### config.mk
export PLATFORM = sky130hd
export DESIGN_NAME = acp_host_flat
export DESIGN_NICKNAME = d
export VERILOG_FILES = /design/src/acp_pkg.sv /design/src/acp_if.sv /design/src/acp_host.sv /design/src/flat_wrapper.sv
export SDC_FILE = /design/constraint.sdc
export NUM_CORES = 1
export LEC_CHECK = 0
export BUFFER_PORTS_ARGS = -buffer_cell sky130_fd_sc_hd__buf_2
export CELL_PAD_IN_SITES_DETAIL_PLACEMENT = 1
export CELL_PAD_IN_SITES_GLOBAL_PLACEMENT = 1
export CORE_AREA = 2 2 113 88
export DETAILED_ROUTE_END_ITERATION = 10
export DIE_AREA = 0 0 115 90
export HOLD_SLACK_MARGIN = 0.12
export PLACE_DENSITY = 0.85
export SLEW_MARGIN = 20
export SYNTH_ARGS = -nofsm -noshare
export SYNTH_HDL_FRONTEND = slang
export SYNTH_SLANG_ARGS = --single-unit
### constraint.sdc
create_clock -name mclk -period 4.2 [get_ports mclk]
set_input_delay 0.84 -clock mclk [delete_from_list [all_inputs] [get_ports mclk]]
set_output_delay 0.84 -clock mclk [all_outputs]
set_load 0.02 [all_outputs]
### src/acp_pkg.sv
/*
 * Shared constants of the arithmetic coprocessor port: I/O locations,
 * control word layout, timing counts and the controller's register map.
 * Assumes a single 25 MHz system clock for both ends.
 */
package acp_pkg;

    // I/O locations decoded by the attachment
    localparam logic [7:0] DATA_PORT_ADDR  = 8'h10;  // Operand push / result pop
    localparam logic [7:0] CMD_PORT_ADDR   = 8'h11;  // Command write / status read
    localparam logic [7:0] CTRL_WORD_ADDR  = 8'hA0;  // System control word
    localparam int         RESET_BIT_POS   = 3;      // Active-low coprocessor reset
    localparam logic [7:0] CTRL_WORD_RESET = 8'hFF;  // Shadow value after reset
    localparam int         STATUS_BUSY_POS = 7;      // Busy flag in status byte

    // Timing: figures in ns, counts derived at 25 MHz
    localparam int CLK_MHZ        = 25;
    localparam int RESET_LOW_NS   = 50000;                              // Least time
    localparam int RESET_LOW_CYC  = (RESET_LOW_NS * CLK_MHZ + 999) / 1000;
    localparam int WAIT_LIMIT_NS  = 15500;                              // Longest time
    localparam int WAIT_LIMIT_CYC = (WAIT_LIMIT_NS * CLK_MHZ) / 1000;

    // Controller register offsets on AHB-Lite
    localparam logic [7:0] REG_PUSH     = 8'h00;  // W: push operand byte
    localparam logic [7:0] REG_CMD      = 8'h04;  // W: issue command byte
    localparam logic [7:0] REG_POP      = 8'h08;  // W: pop one result byte
    localparam logic [7:0] REG_STAT     = 8'h0C;  // W: fetch status byte
    localparam logic [7:0] REG_RESULT   = 8'h10;  // R: last byte read, busy
    localparam logic [7:0] REG_SHADOW   = 8'h14;  // RW: control word copy
    localparam logic [7:0] REG_IRQ_STAT = 8'h18;  // R: sticky events, read clears
    localparam logic [7:0] REG_IRQ_MASK = 8'h1C;  // RW: event mask
    localparam logic [7:0] REG_RESET    = 8'h20;  // W: pulse coprocessor reset

    // Interrupt status layout
    localparam int IRQ_W        = 3;
    localparam int IRQ_DONE_POS = 0;  // An I/O access finished
    localparam int IRQ_COP_POS  = 1;  // Coprocessor interrupt line seen
    localparam int IRQ_RST_POS  = 2;  // Reset pulse finished
    localparam int RESULT_BUSY_POS = 8;

endpackage : acp_pkg

### src/acp_if.sv
/*
 * Host I/O bus between controller and coprocessor attachment.
 * Assumes both ends share mclk; strobes are levels held until io_ack.
 */
`timescale 1ns/1ps
interface acp_if;
    logic [7:0] io_addr;       // I/O address
    logic [7:0] io_wdata;      // Write byte
    logic       io_wr;         // Write strobe, held until ack
    logic       io_rd;         // Read strobe, held until ack
    logic [7:0] io_rdata;      // Read byte, valid with ack
    logic       io_ack;        // One-cycle end of access
    logic       irq_line_two;  // Trigger input 2 of interrupt/timer unit

    modport host (output io_addr, output io_wdata, output io_wr, output io_rd,
                  input io_rdata, input io_ack, input irq_line_two);
    modport dev  (input io_addr, input io_wdata, input io_wr, input io_rd,
                  output io_rdata, output io_ack, output irq_line_two);
endinterface : acp_if

### src/acp_host.sv
/*
 * Host controller: AHB-Lite slave registers that software uses to push
 * operands, issue commands, pop results, read status and pulse reset.
 * Assumes the attachment on the other side of acp_if and one AHB master.
 */
// Summary of operation
// [RL1] Two consecutive ports: data, then command/status
// [RL2] Operands pushed through the data port
// [RL3] Command write starts the calculation
// [RL4] Multi-byte operands go lowest byte first
// [RL5] Every byte transferred, none omitted
// [RL6] Results popped highest byte first
// [RL7] Command port read returns status
// [RL8] End output may drive line two
// [RL9] Service request may drive line two
// [RL10] Pause strap stretches host accesses
// [RL11] Never read result before completion
// [RL12] Zero in control bit three resets
// [RL13] Hold reset low at least 50 us
// [RL14] Power-up also resets the coprocessor
// [RL15] Keep other control bits from shadow
// [RL16] Line two shared with power fail
// [RL17] Wait stretch limited to 15.5 us
// [RL18] New command clears completion until done
`timescale 1ns/1ps
module acp_host #(
    parameter int RST_CYC = acp_pkg::RESET_LOW_CYC  // Reset low hold
) (
    input  wire logic        mclk,
    input  wire logic        sys_rst,
    acp_if.host              bus,
    input  wire logic        hsel,
    input  wire logic [31:0] haddr,
    input  wire logic [1:0]  htrans,
    input  wire logic        hwrite,
    input  wire logic [2:0]  hsize,
    input  wire logic [31:0] hwdata,
    input  wire logic        hready,
    output logic [31:0]      hrdata,
    output logic             hreadyout,
    output logic             hresp,
    output logic             irq
);
    import acp_pkg::*;

    localparam int CW = $clog2(RST_CYC + 1);

    ////////////////////////////////////////////////////////////////////////
    // Elaboration check
    if (RST_CYC < 2) begin : g_bad_rst
        $error("RST_CYC must be at least two cycles");
    end

    ////////////////////////////////////////////////////////////////////////
    // State
    typedef enum logic [1:0] {HS_IDLE, HS_ACC, HS_RDLY} acp_hst_t;
    typedef enum logic [1:0] {PH_NORM, PH_RLOW, PH_RHIGH} acp_hph_t;

    typedef struct packed {
        acp_hst_t        st;        // Engine phase
        acp_hph_t        ph;        // Normal access or reset step
        logic [CW-1:0]   cnt;       // Reset hold counter
        logic [7:0]      addr;      // I/O address
        logic [7:0]      wdata;     // I/O write byte
        logic            wr;        // I/O write strobe
        logic            rd;        // I/O read strobe
        logic [7:0]      result;    // Last byte read
        logic [7:0]      shadow;    // Control word copy
        logic [IRQ_W-1:0] irq_stat; // Sticky events
        logic [IRQ_W-1:0] irq_mask; // Event mask
        logic            irq;       // Interrupt output
        logic            dp_wr;     // Write data phase pending
        logic [7:0]      dp_addr;   // Its offset
        logic [31:0]     hrdata;    // Read data
    } acp_host_state_t;

    acp_host_state_t s;       // Registered state
    acp_host_state_t next_s;  // Next state

    logic [IRQ_W-1:0] irq_set;  // Events this cycle
    logic             aphase;   // AHB address phase taken

    ////////////////////////////////////////////////////////////////////////
    // Next-state logic
    always_comb
    begin
        next_s  = s;
        irq_set = '0;
        aphase  = hsel && hready && htrans[1];
        // Address phase: latch writes, answer reads at once
        next_s.dp_wr = aphase && hwrite;
        if (aphase)
        begin
            next_s.dp_addr = haddr[7:0];
            if (!hwrite)
            begin
                if (haddr[7:0] == REG_RESULT)
                begin
                    next_s.hrdata = 32'h0000_0000;
                    next_s.hrdata[7:0] = s.result;
                    next_s.hrdata[RESULT_BUSY_POS] = (s.st != HS_IDLE);
                end
                else if (haddr[7:0] == REG_SHADOW)
                begin
                    next_s.hrdata = {24'h00_0000, s.shadow};
                end
                else if (haddr[7:0] == REG_IRQ_STAT)
                begin
                    next_s.hrdata   = {{(32-IRQ_W){1'b0}}, s.irq_stat};
                    next_s.irq_stat = '0;  // Read clears
                end
                else if (haddr[7:0] == REG_IRQ_MASK)
                begin
                    next_s.hrdata = {{(32-IRQ_W){1'b0}}, s.irq_mask};
                end
                else
                begin
                    next_s.hrdata = 32'h0000_0000;  // Unmapped reads zero
                end
            end
        end
        // Data phase of a write; I/O orders are dropped while busy
        if (s.dp_wr)
        begin
            if (s.dp_addr == REG_IRQ_MASK)
            begin
                next_s.irq_mask = hwdata[IRQ_W-1:0];
            end
            else if (s.st == HS_IDLE)
            begin
                next_s.ph    = PH_NORM;
                next_s.wdata = hwdata[7:0];
                if (s.dp_addr == REG_PUSH)
                begin
                    // Software pushes each operand byte, lowest first
                    next_s.addr = DATA_PORT_ADDR;  // see [RL2] [RL4] [RL5]
                    next_s.wr   = 1'b1;
                    next_s.st   = HS_ACC;
                end
                else if (s.dp_addr == REG_CMD)
                begin
                    // Command write starts the calculation
                    next_s.addr = CMD_PORT_ADDR;  // see [RL1] [RL3]
                    next_s.wr   = 1'b1;
                    next_s.st   = HS_ACC;
                end
                else if (s.dp_addr == REG_POP)
                begin
                    // Software pops only after status shows completion
                    next_s.addr = DATA_PORT_ADDR;  // see [RL6] [RL11]
                    next_s.rd   = 1'b1;
                    next_s.st   = HS_ACC;
                end
                else if (s.dp_addr == REG_STAT)
                begin
                    next_s.addr = CMD_PORT_ADDR;  // see [RL7]
                    next_s.rd   = 1'b1;
                    next_s.st   = HS_ACC;
                end
                else if (s.dp_addr == REG_SHADOW)
                begin
                    // Control word is write-only; keep our copy of it
                    next_s.shadow = hwdata[7:0];  // see [RL15]
                    next_s.addr   = CTRL_WORD_ADDR;
                    next_s.wr     = 1'b1;
                    next_s.st     = HS_ACC;
                end
                else if (s.dp_addr == REG_RESET)
                begin
                    // Other bits come from the shadow, reset bit low
                    next_s.addr  = CTRL_WORD_ADDR;  // see [RL12] [RL15]
                    next_s.wdata = s.shadow;
                    next_s.wdata[RESET_BIT_POS] = 1'b0;
                    next_s.wr    = 1'b1;
                    next_s.ph    = PH_RLOW;
                    next_s.st    = HS_ACC;
                end
            end
        end
        // I/O engine
        case (s.st)
            HS_IDLE:
            begin
                // Orders start from the write data phase above; keep its phase
            end
            HS_ACC:
            begin
                if (bus.io_ack)
                begin
                    next_s.wr = 1'b0;
                    next_s.rd = 1'b0;
                    if (s.rd)
                    begin
                        next_s.result = bus.io_rdata;
                    end
                    if (s.ph == PH_RLOW)
                    begin
                        next_s.cnt = '0;
                        next_s.st  = HS_RDLY;
                    end
                    else if (s.ph == PH_RHIGH)
                    begin
                        irq_set[IRQ_RST_POS] = 1'b1;
                        next_s.st = HS_IDLE;
                    end
                    else
                    begin
                        irq_set[IRQ_DONE_POS] = 1'b1;
                        next_s.st = HS_IDLE;
                    end
                end
            end
            HS_RDLY:
            begin
                // Hold reset low for the least time, then release
                next_s.cnt = s.cnt + 1'b1;  // see [RL13]
                if (s.cnt == CW'(RST_CYC - 1))
                begin
                    next_s.wdata = s.shadow;
                    next_s.wdata[RESET_BIT_POS] = 1'b1;
                    next_s.wr = 1'b1;
                    next_s.ph = PH_RHIGH;
                    next_s.st = HS_ACC;
                end
            end
            default:
            begin
                next_s.st = HS_IDLE;
            end
        endcase
        // Line two is a level; events set after the read clear
        irq_set[IRQ_COP_POS] = bus.irq_line_two;  // see [RL16]
        next_s.irq_stat = next_s.irq_stat | irq_set;
        next_s.irq = |(s.irq_stat & s.irq_mask);
    end

    ////////////////////////////////////////////////////////////////////////
    // State register
    always_ff @(posedge mclk or posedge sys_rst)
    begin
        if (sys_rst)
        begin
            s <= '{st: HS_IDLE, ph: PH_NORM, cnt: '0, addr: 8'h00, wdata: 8'h00,
                   wr: 1'b0, rd: 1'b0, result: 8'h00, shadow: CTRL_WORD_RESET,
                   irq_stat: '0, irq_mask: '0, irq: 1'b0, dp_wr: 1'b0,
                   dp_addr: 8'h00, hrdata: 32'h0000_0000};
        end
        else
        begin
            s <= next_s;
        end
    end

    ////////////////////////////////////////////////////////////////////////
    // Outputs; the slave never stalls and always answers OKAY
    assign bus.io_addr  = s.addr;
    assign bus.io_wdata = s.wdata;
    assign bus.io_wr    = s.wr;
    assign bus.io_rd    = s.rd;
    assign hrdata       = s.hrdata;
    assign hreadyout    = 1'b1;
    assign hresp        = 1'b0;
    assign irq          = s.irq;

endmodule : acp_host

### src/flat_wrapper.sv
// flat-port wrapper written by rule: the top's interface ports become plain ports
module acp_host_flat import acp_pkg::*;
#(
    parameter int RST_CYC = acp_pkg::RESET_LOW_CYC                   
)
  (mclk, sys_rst, hsel, haddr, htrans, hwrite, hsize, hwdata, hready, hrdata, hreadyout, hresp, irq, bus_io_addr, bus_io_wdata, bus_io_wr, bus_io_rd, bus_io_rdata, bus_io_ack, bus_irq_line_two);
  acp_if bus_i ();
  input  wire logic mclk;
  input  wire logic sys_rst;
  input  wire logic hsel;
  input  wire logic [31:0] haddr;
  input  wire logic [1:0] htrans;
  input  wire logic hwrite;
  input  wire logic [2:0] hsize;
  input  wire logic [31:0] hwdata;
  input  wire logic hready;
  output logic [31:0] hrdata;
  output logic hreadyout;
  output logic hresp;
  output logic irq;
  output wire logic [$bits(bus_i.io_addr)-1:0] bus_io_addr;
  output wire logic [$bits(bus_i.io_wdata)-1:0] bus_io_wdata;
  output wire logic [$bits(bus_i.io_wr)-1:0] bus_io_wr;
  output wire logic [$bits(bus_i.io_rd)-1:0] bus_io_rd;
  input wire logic [$bits(bus_i.io_rdata)-1:0] bus_io_rdata;
  input wire logic [$bits(bus_i.io_ack)-1:0] bus_io_ack;
  input wire logic [$bits(bus_i.irq_line_two)-1:0] bus_irq_line_two;
  assign bus_io_addr = bus_i.io_addr;
  assign bus_io_wdata = bus_i.io_wdata;
  assign bus_io_wr = bus_i.io_wr;
  assign bus_io_rd = bus_i.io_rd;
  assign bus_i.io_rdata = bus_io_rdata;
  assign bus_i.io_ack = bus_io_ack;
  assign bus_i.irq_line_two = bus_irq_line_two;
  acp_host #(.RST_CYC(RST_CYC)) u_core (.mclk(mclk), .sys_rst(sys_rst), .bus(bus_i), .hsel(hsel), .haddr(haddr), .htrans(htrans), .hwrite(hwrite), .hsize(hsize), .hwdata(hwdata), .hready(hready), .hrdata(hrdata), .hreadyout(hreadyout), .hresp(hresp), .irq(irq));
endmodule
==> impl_metrics.toml <==
[synthesis]
ys_seq_elements = 69
async_reset_ff_frac = 1.000
synth-edff-count = 0
syn-instance-count = 333
ys.warnings.count = 0
ys.flop_type = "dfrtp_1"
avgSynthCellArea_um2 = 10.88
ys_seq_area_frac = 0.4794
synth_cell_types = 53
synth_area_um2 = 3622

[worst_setup_path]
cp_slowest_cell = "nand4_1"
crit_arrival_ns = 2.58
worst-path-max-fanout = 13
critPathLaunchType = "register"
path_class = "register to register"
cp_cell_sequence = "inv_1 -> ha_1 -> and4b_1 -> nand4_1 -> a21boi_1 -> nor2_1 -> a21oi_1"
cp.buffers_inverters = 1
cpPeakStageDelay_ns = 0.52
worstSetupEndpointType = "register"
crit_required_ns = 4.38
path_delay_family = "simple AND/OR/NAND/NOR gates"

[timing]
rsz0062_at_grt = "no"
fmax_mhz = 415.9
drv_slew = 0
setup_ws_ns = 1.796
finClkSkew_ns = 0.008165
setup_violations = 0
setup_tns_ns = 0
maxSlewHeadroom = 0.3253
period_needed_ns = 2.404
finalHoldViolCount = 0
period_share = 0.5724
timing.hold.ws_ns = 0.4718
worst_slew_pin_slew_ns = 1.011

[run_status]
status = "finished clean"

[floorplanning]
rows = 31
core_um2 = 9309
die_area_um2 = 10350
die_h_um = 90
boundaryPins = 137
start_util = 0.3891
die_x_um = 115

[layout]
n_fill_cell = 1049
mostFrequentLayoutCell = "dfrtp_1"
regArea_um2 = 1737
num-nets-final = 461
syn_to_final_growth_pct = 11.02
drive_gt1_frac = 0.3209
final_area_um2 = 4021
multi_input_area_um2 = 1494
layout_common_cells = "61 x dfrtp_1, 55 x buf_2, 29 x conb_1, 27 x mux2_2, 21 x nor2_1"

[place]
globalplace.congestion = 0.7713
placed_area_um2 = 3725
dp_hpwl_mm = 6.406
place_ws_ns = 1.393
port_buffers = 55

[min_path]
worstHoldPathType = "register to register"

[grt]
grt_pass1_vias = 2659
grt_pass1_wl_mm = 13.92
globalRoute.totalOverflow = 0
antenna_found_initial = 0
grt_max_degree = 47
grtUsageTotal = 0.1716

[cts]
cts_tree = "yes"
clk_latency_ns = 0.33
clk_pin_slew_ns = 0.06
htreeDepth = 3
cts_setup_buffers = 0
cts_buffer_depth = 2
cts_made_buffers = 9
clk_root_buffer_cell = "clkbuf_16"
ctsHoldBuffers = 0
cts_resized = 0
cts.sinks = 69

[run]
cap_violations = 0

[route]
dr.first_iter.drc_count = 127
via_count = 2471
dr.pass1.iters = 4
drc = 0
wl_mm = 8.441
wl_per_cell_um = 17.23
ant_nets = 0
via_per_inst = 5.043

[pwr]
power_leakage_nw = 1.931
power_per_cell_area_nw_per_um2 = 500.4
power.total_w = 0.002012
ir_drop_mv = 0.1806
==> Yosys cell counts (3+ instances only) <==
cell type | number | area share
a21oi_1 | 15 | 0.021
a32o_1 | 3 | 0.0083
and3_1 | 5 | 0.0086
buf_4 | 50 | 0.10
buf_6 | 3 | 0.0093
clkbuf_1 | 5 | 0.0052
dfrtp_1 | 61 | 0.42
dfstp_2 | 8 | 0.058
ha_1 | 8 | 0.028
inv_1 | 18 | 0.019
mux2_2 | 27 | 0.084
mux2i_1 | 5 | 0.014
mux4_2 | 3 | 0.019
nand2_1 | 18 | 0.019
nand2b_1 | 3 | 0.0052
nand3_1 | 4 | 0.0055
nand4_1 | 5 | 0.0086
nor2_1 | 21 | 0.022
nor2b_1 | 3 | 0.0052
nor3_1 | 3 | 0.0041
o21ai_0 | 16 | 0.022
o22ai_1 | 7 | 0.012
xor2_1 | 4 | 0.0097
==> stage by stage <==
stage | util | instances
4_1_cts | 0.4309 | 489
3_5_place_dp | 0.4001 | 473
3_3_place_gp | 0.4001 | 473
2_1_floorplan | - | 360
6_report | 0.4320 | 490
5_1_grt | 0.4317 | 489
==> worst paths after layout <==
check                           slack (ns)                      to  depth (start not counted)             start
worst max-delay path                  1.80  u_core.bus.io_wdata[0]                          7      u_core.s[95]
worst min-delay path                  0.47        u_core.hrdata[0]                          2  u_core.hrdata[0]
worst max register to register        1.80  u_core.bus.io_wdata[0]                          7      u_core.s[95]
worst min register to register        0.47        u_core.hrdata[0]                          2  u_core.hrdata[0]
max in group asynchronous             2.66            u_core.s[58]                          3           sys_rst
min in group asynchronous             0.76  u_core.bus.io_wdata[0]                          2           sys_rst
==> where the power goes <==
group          total (W)  internal, W  switching [W]
Clock           0.000736     0.000458       0.000279
Sequential      0.000858     0.000778      0.0000795
Combinational   0.000418     0.000173       0.000245
Total            0.00201      0.00141       0.000603
==> layout make-up <==
type | instances | area share
inverters | 18 | 0.01680
repair buffers | 57 | 0.07218
flip-flops and latches | 69 | 0.4319
multi-input cells | 214 | 0.3715
diodes | 1 | 0.0006223
clock inverters | 5 | 0.01338
well taps | 115 | 0.03578
clock buffers | 11 | 0.05787
==> metal layers <==
layer,track usage,vias to the layer above,wire (um)
met4,0.05422,0,136
met2,0.2809,56,4072
met3,0.04855,11,426
met5,0,-,0
li1,-,1157,-
met1,0.2194,1247,3804
==> state kept, by name, summed over array words and instances, names as in the netlist <==
signal / cells
u_core.s: 46
u_core.hrdata: 9
u_core.bus.io_wdata: 8
u_core.bus.io_addr: 3
u_core.bus.io_rd: 1
u_core.bus.io_wr: 1
u_core.irq: 1
==> logic make-up after synthesis <==
logic type                 Yosys count  synth area share
DFF                                 69            0.4794
AOI/OAI and AO/OA                   56           0.09741
buffers and inverters               77            0.1382
and+or+nand+nor                     80            0.1244
muxes                               35            0.1164
other                                2          0.002073
adders and majority gates            8           0.02763
xor gates and xnor gates             6           0.01451
==> worst register-to-register path: cells and delay by family, from the launching register on <==
kind / cells / cell delay (ns)
buffers and inverters: 1 / 0.12
adder cells (fa/ha/maj): 1 / 0.30
AO/OA/AOI/OAI: 2 / 0.49
AND/OR/NAND/NOR: 3 / 0.95
flip-flops: 1 / 0.40
No activity file was read; power rests on OpenSTA's default activity.
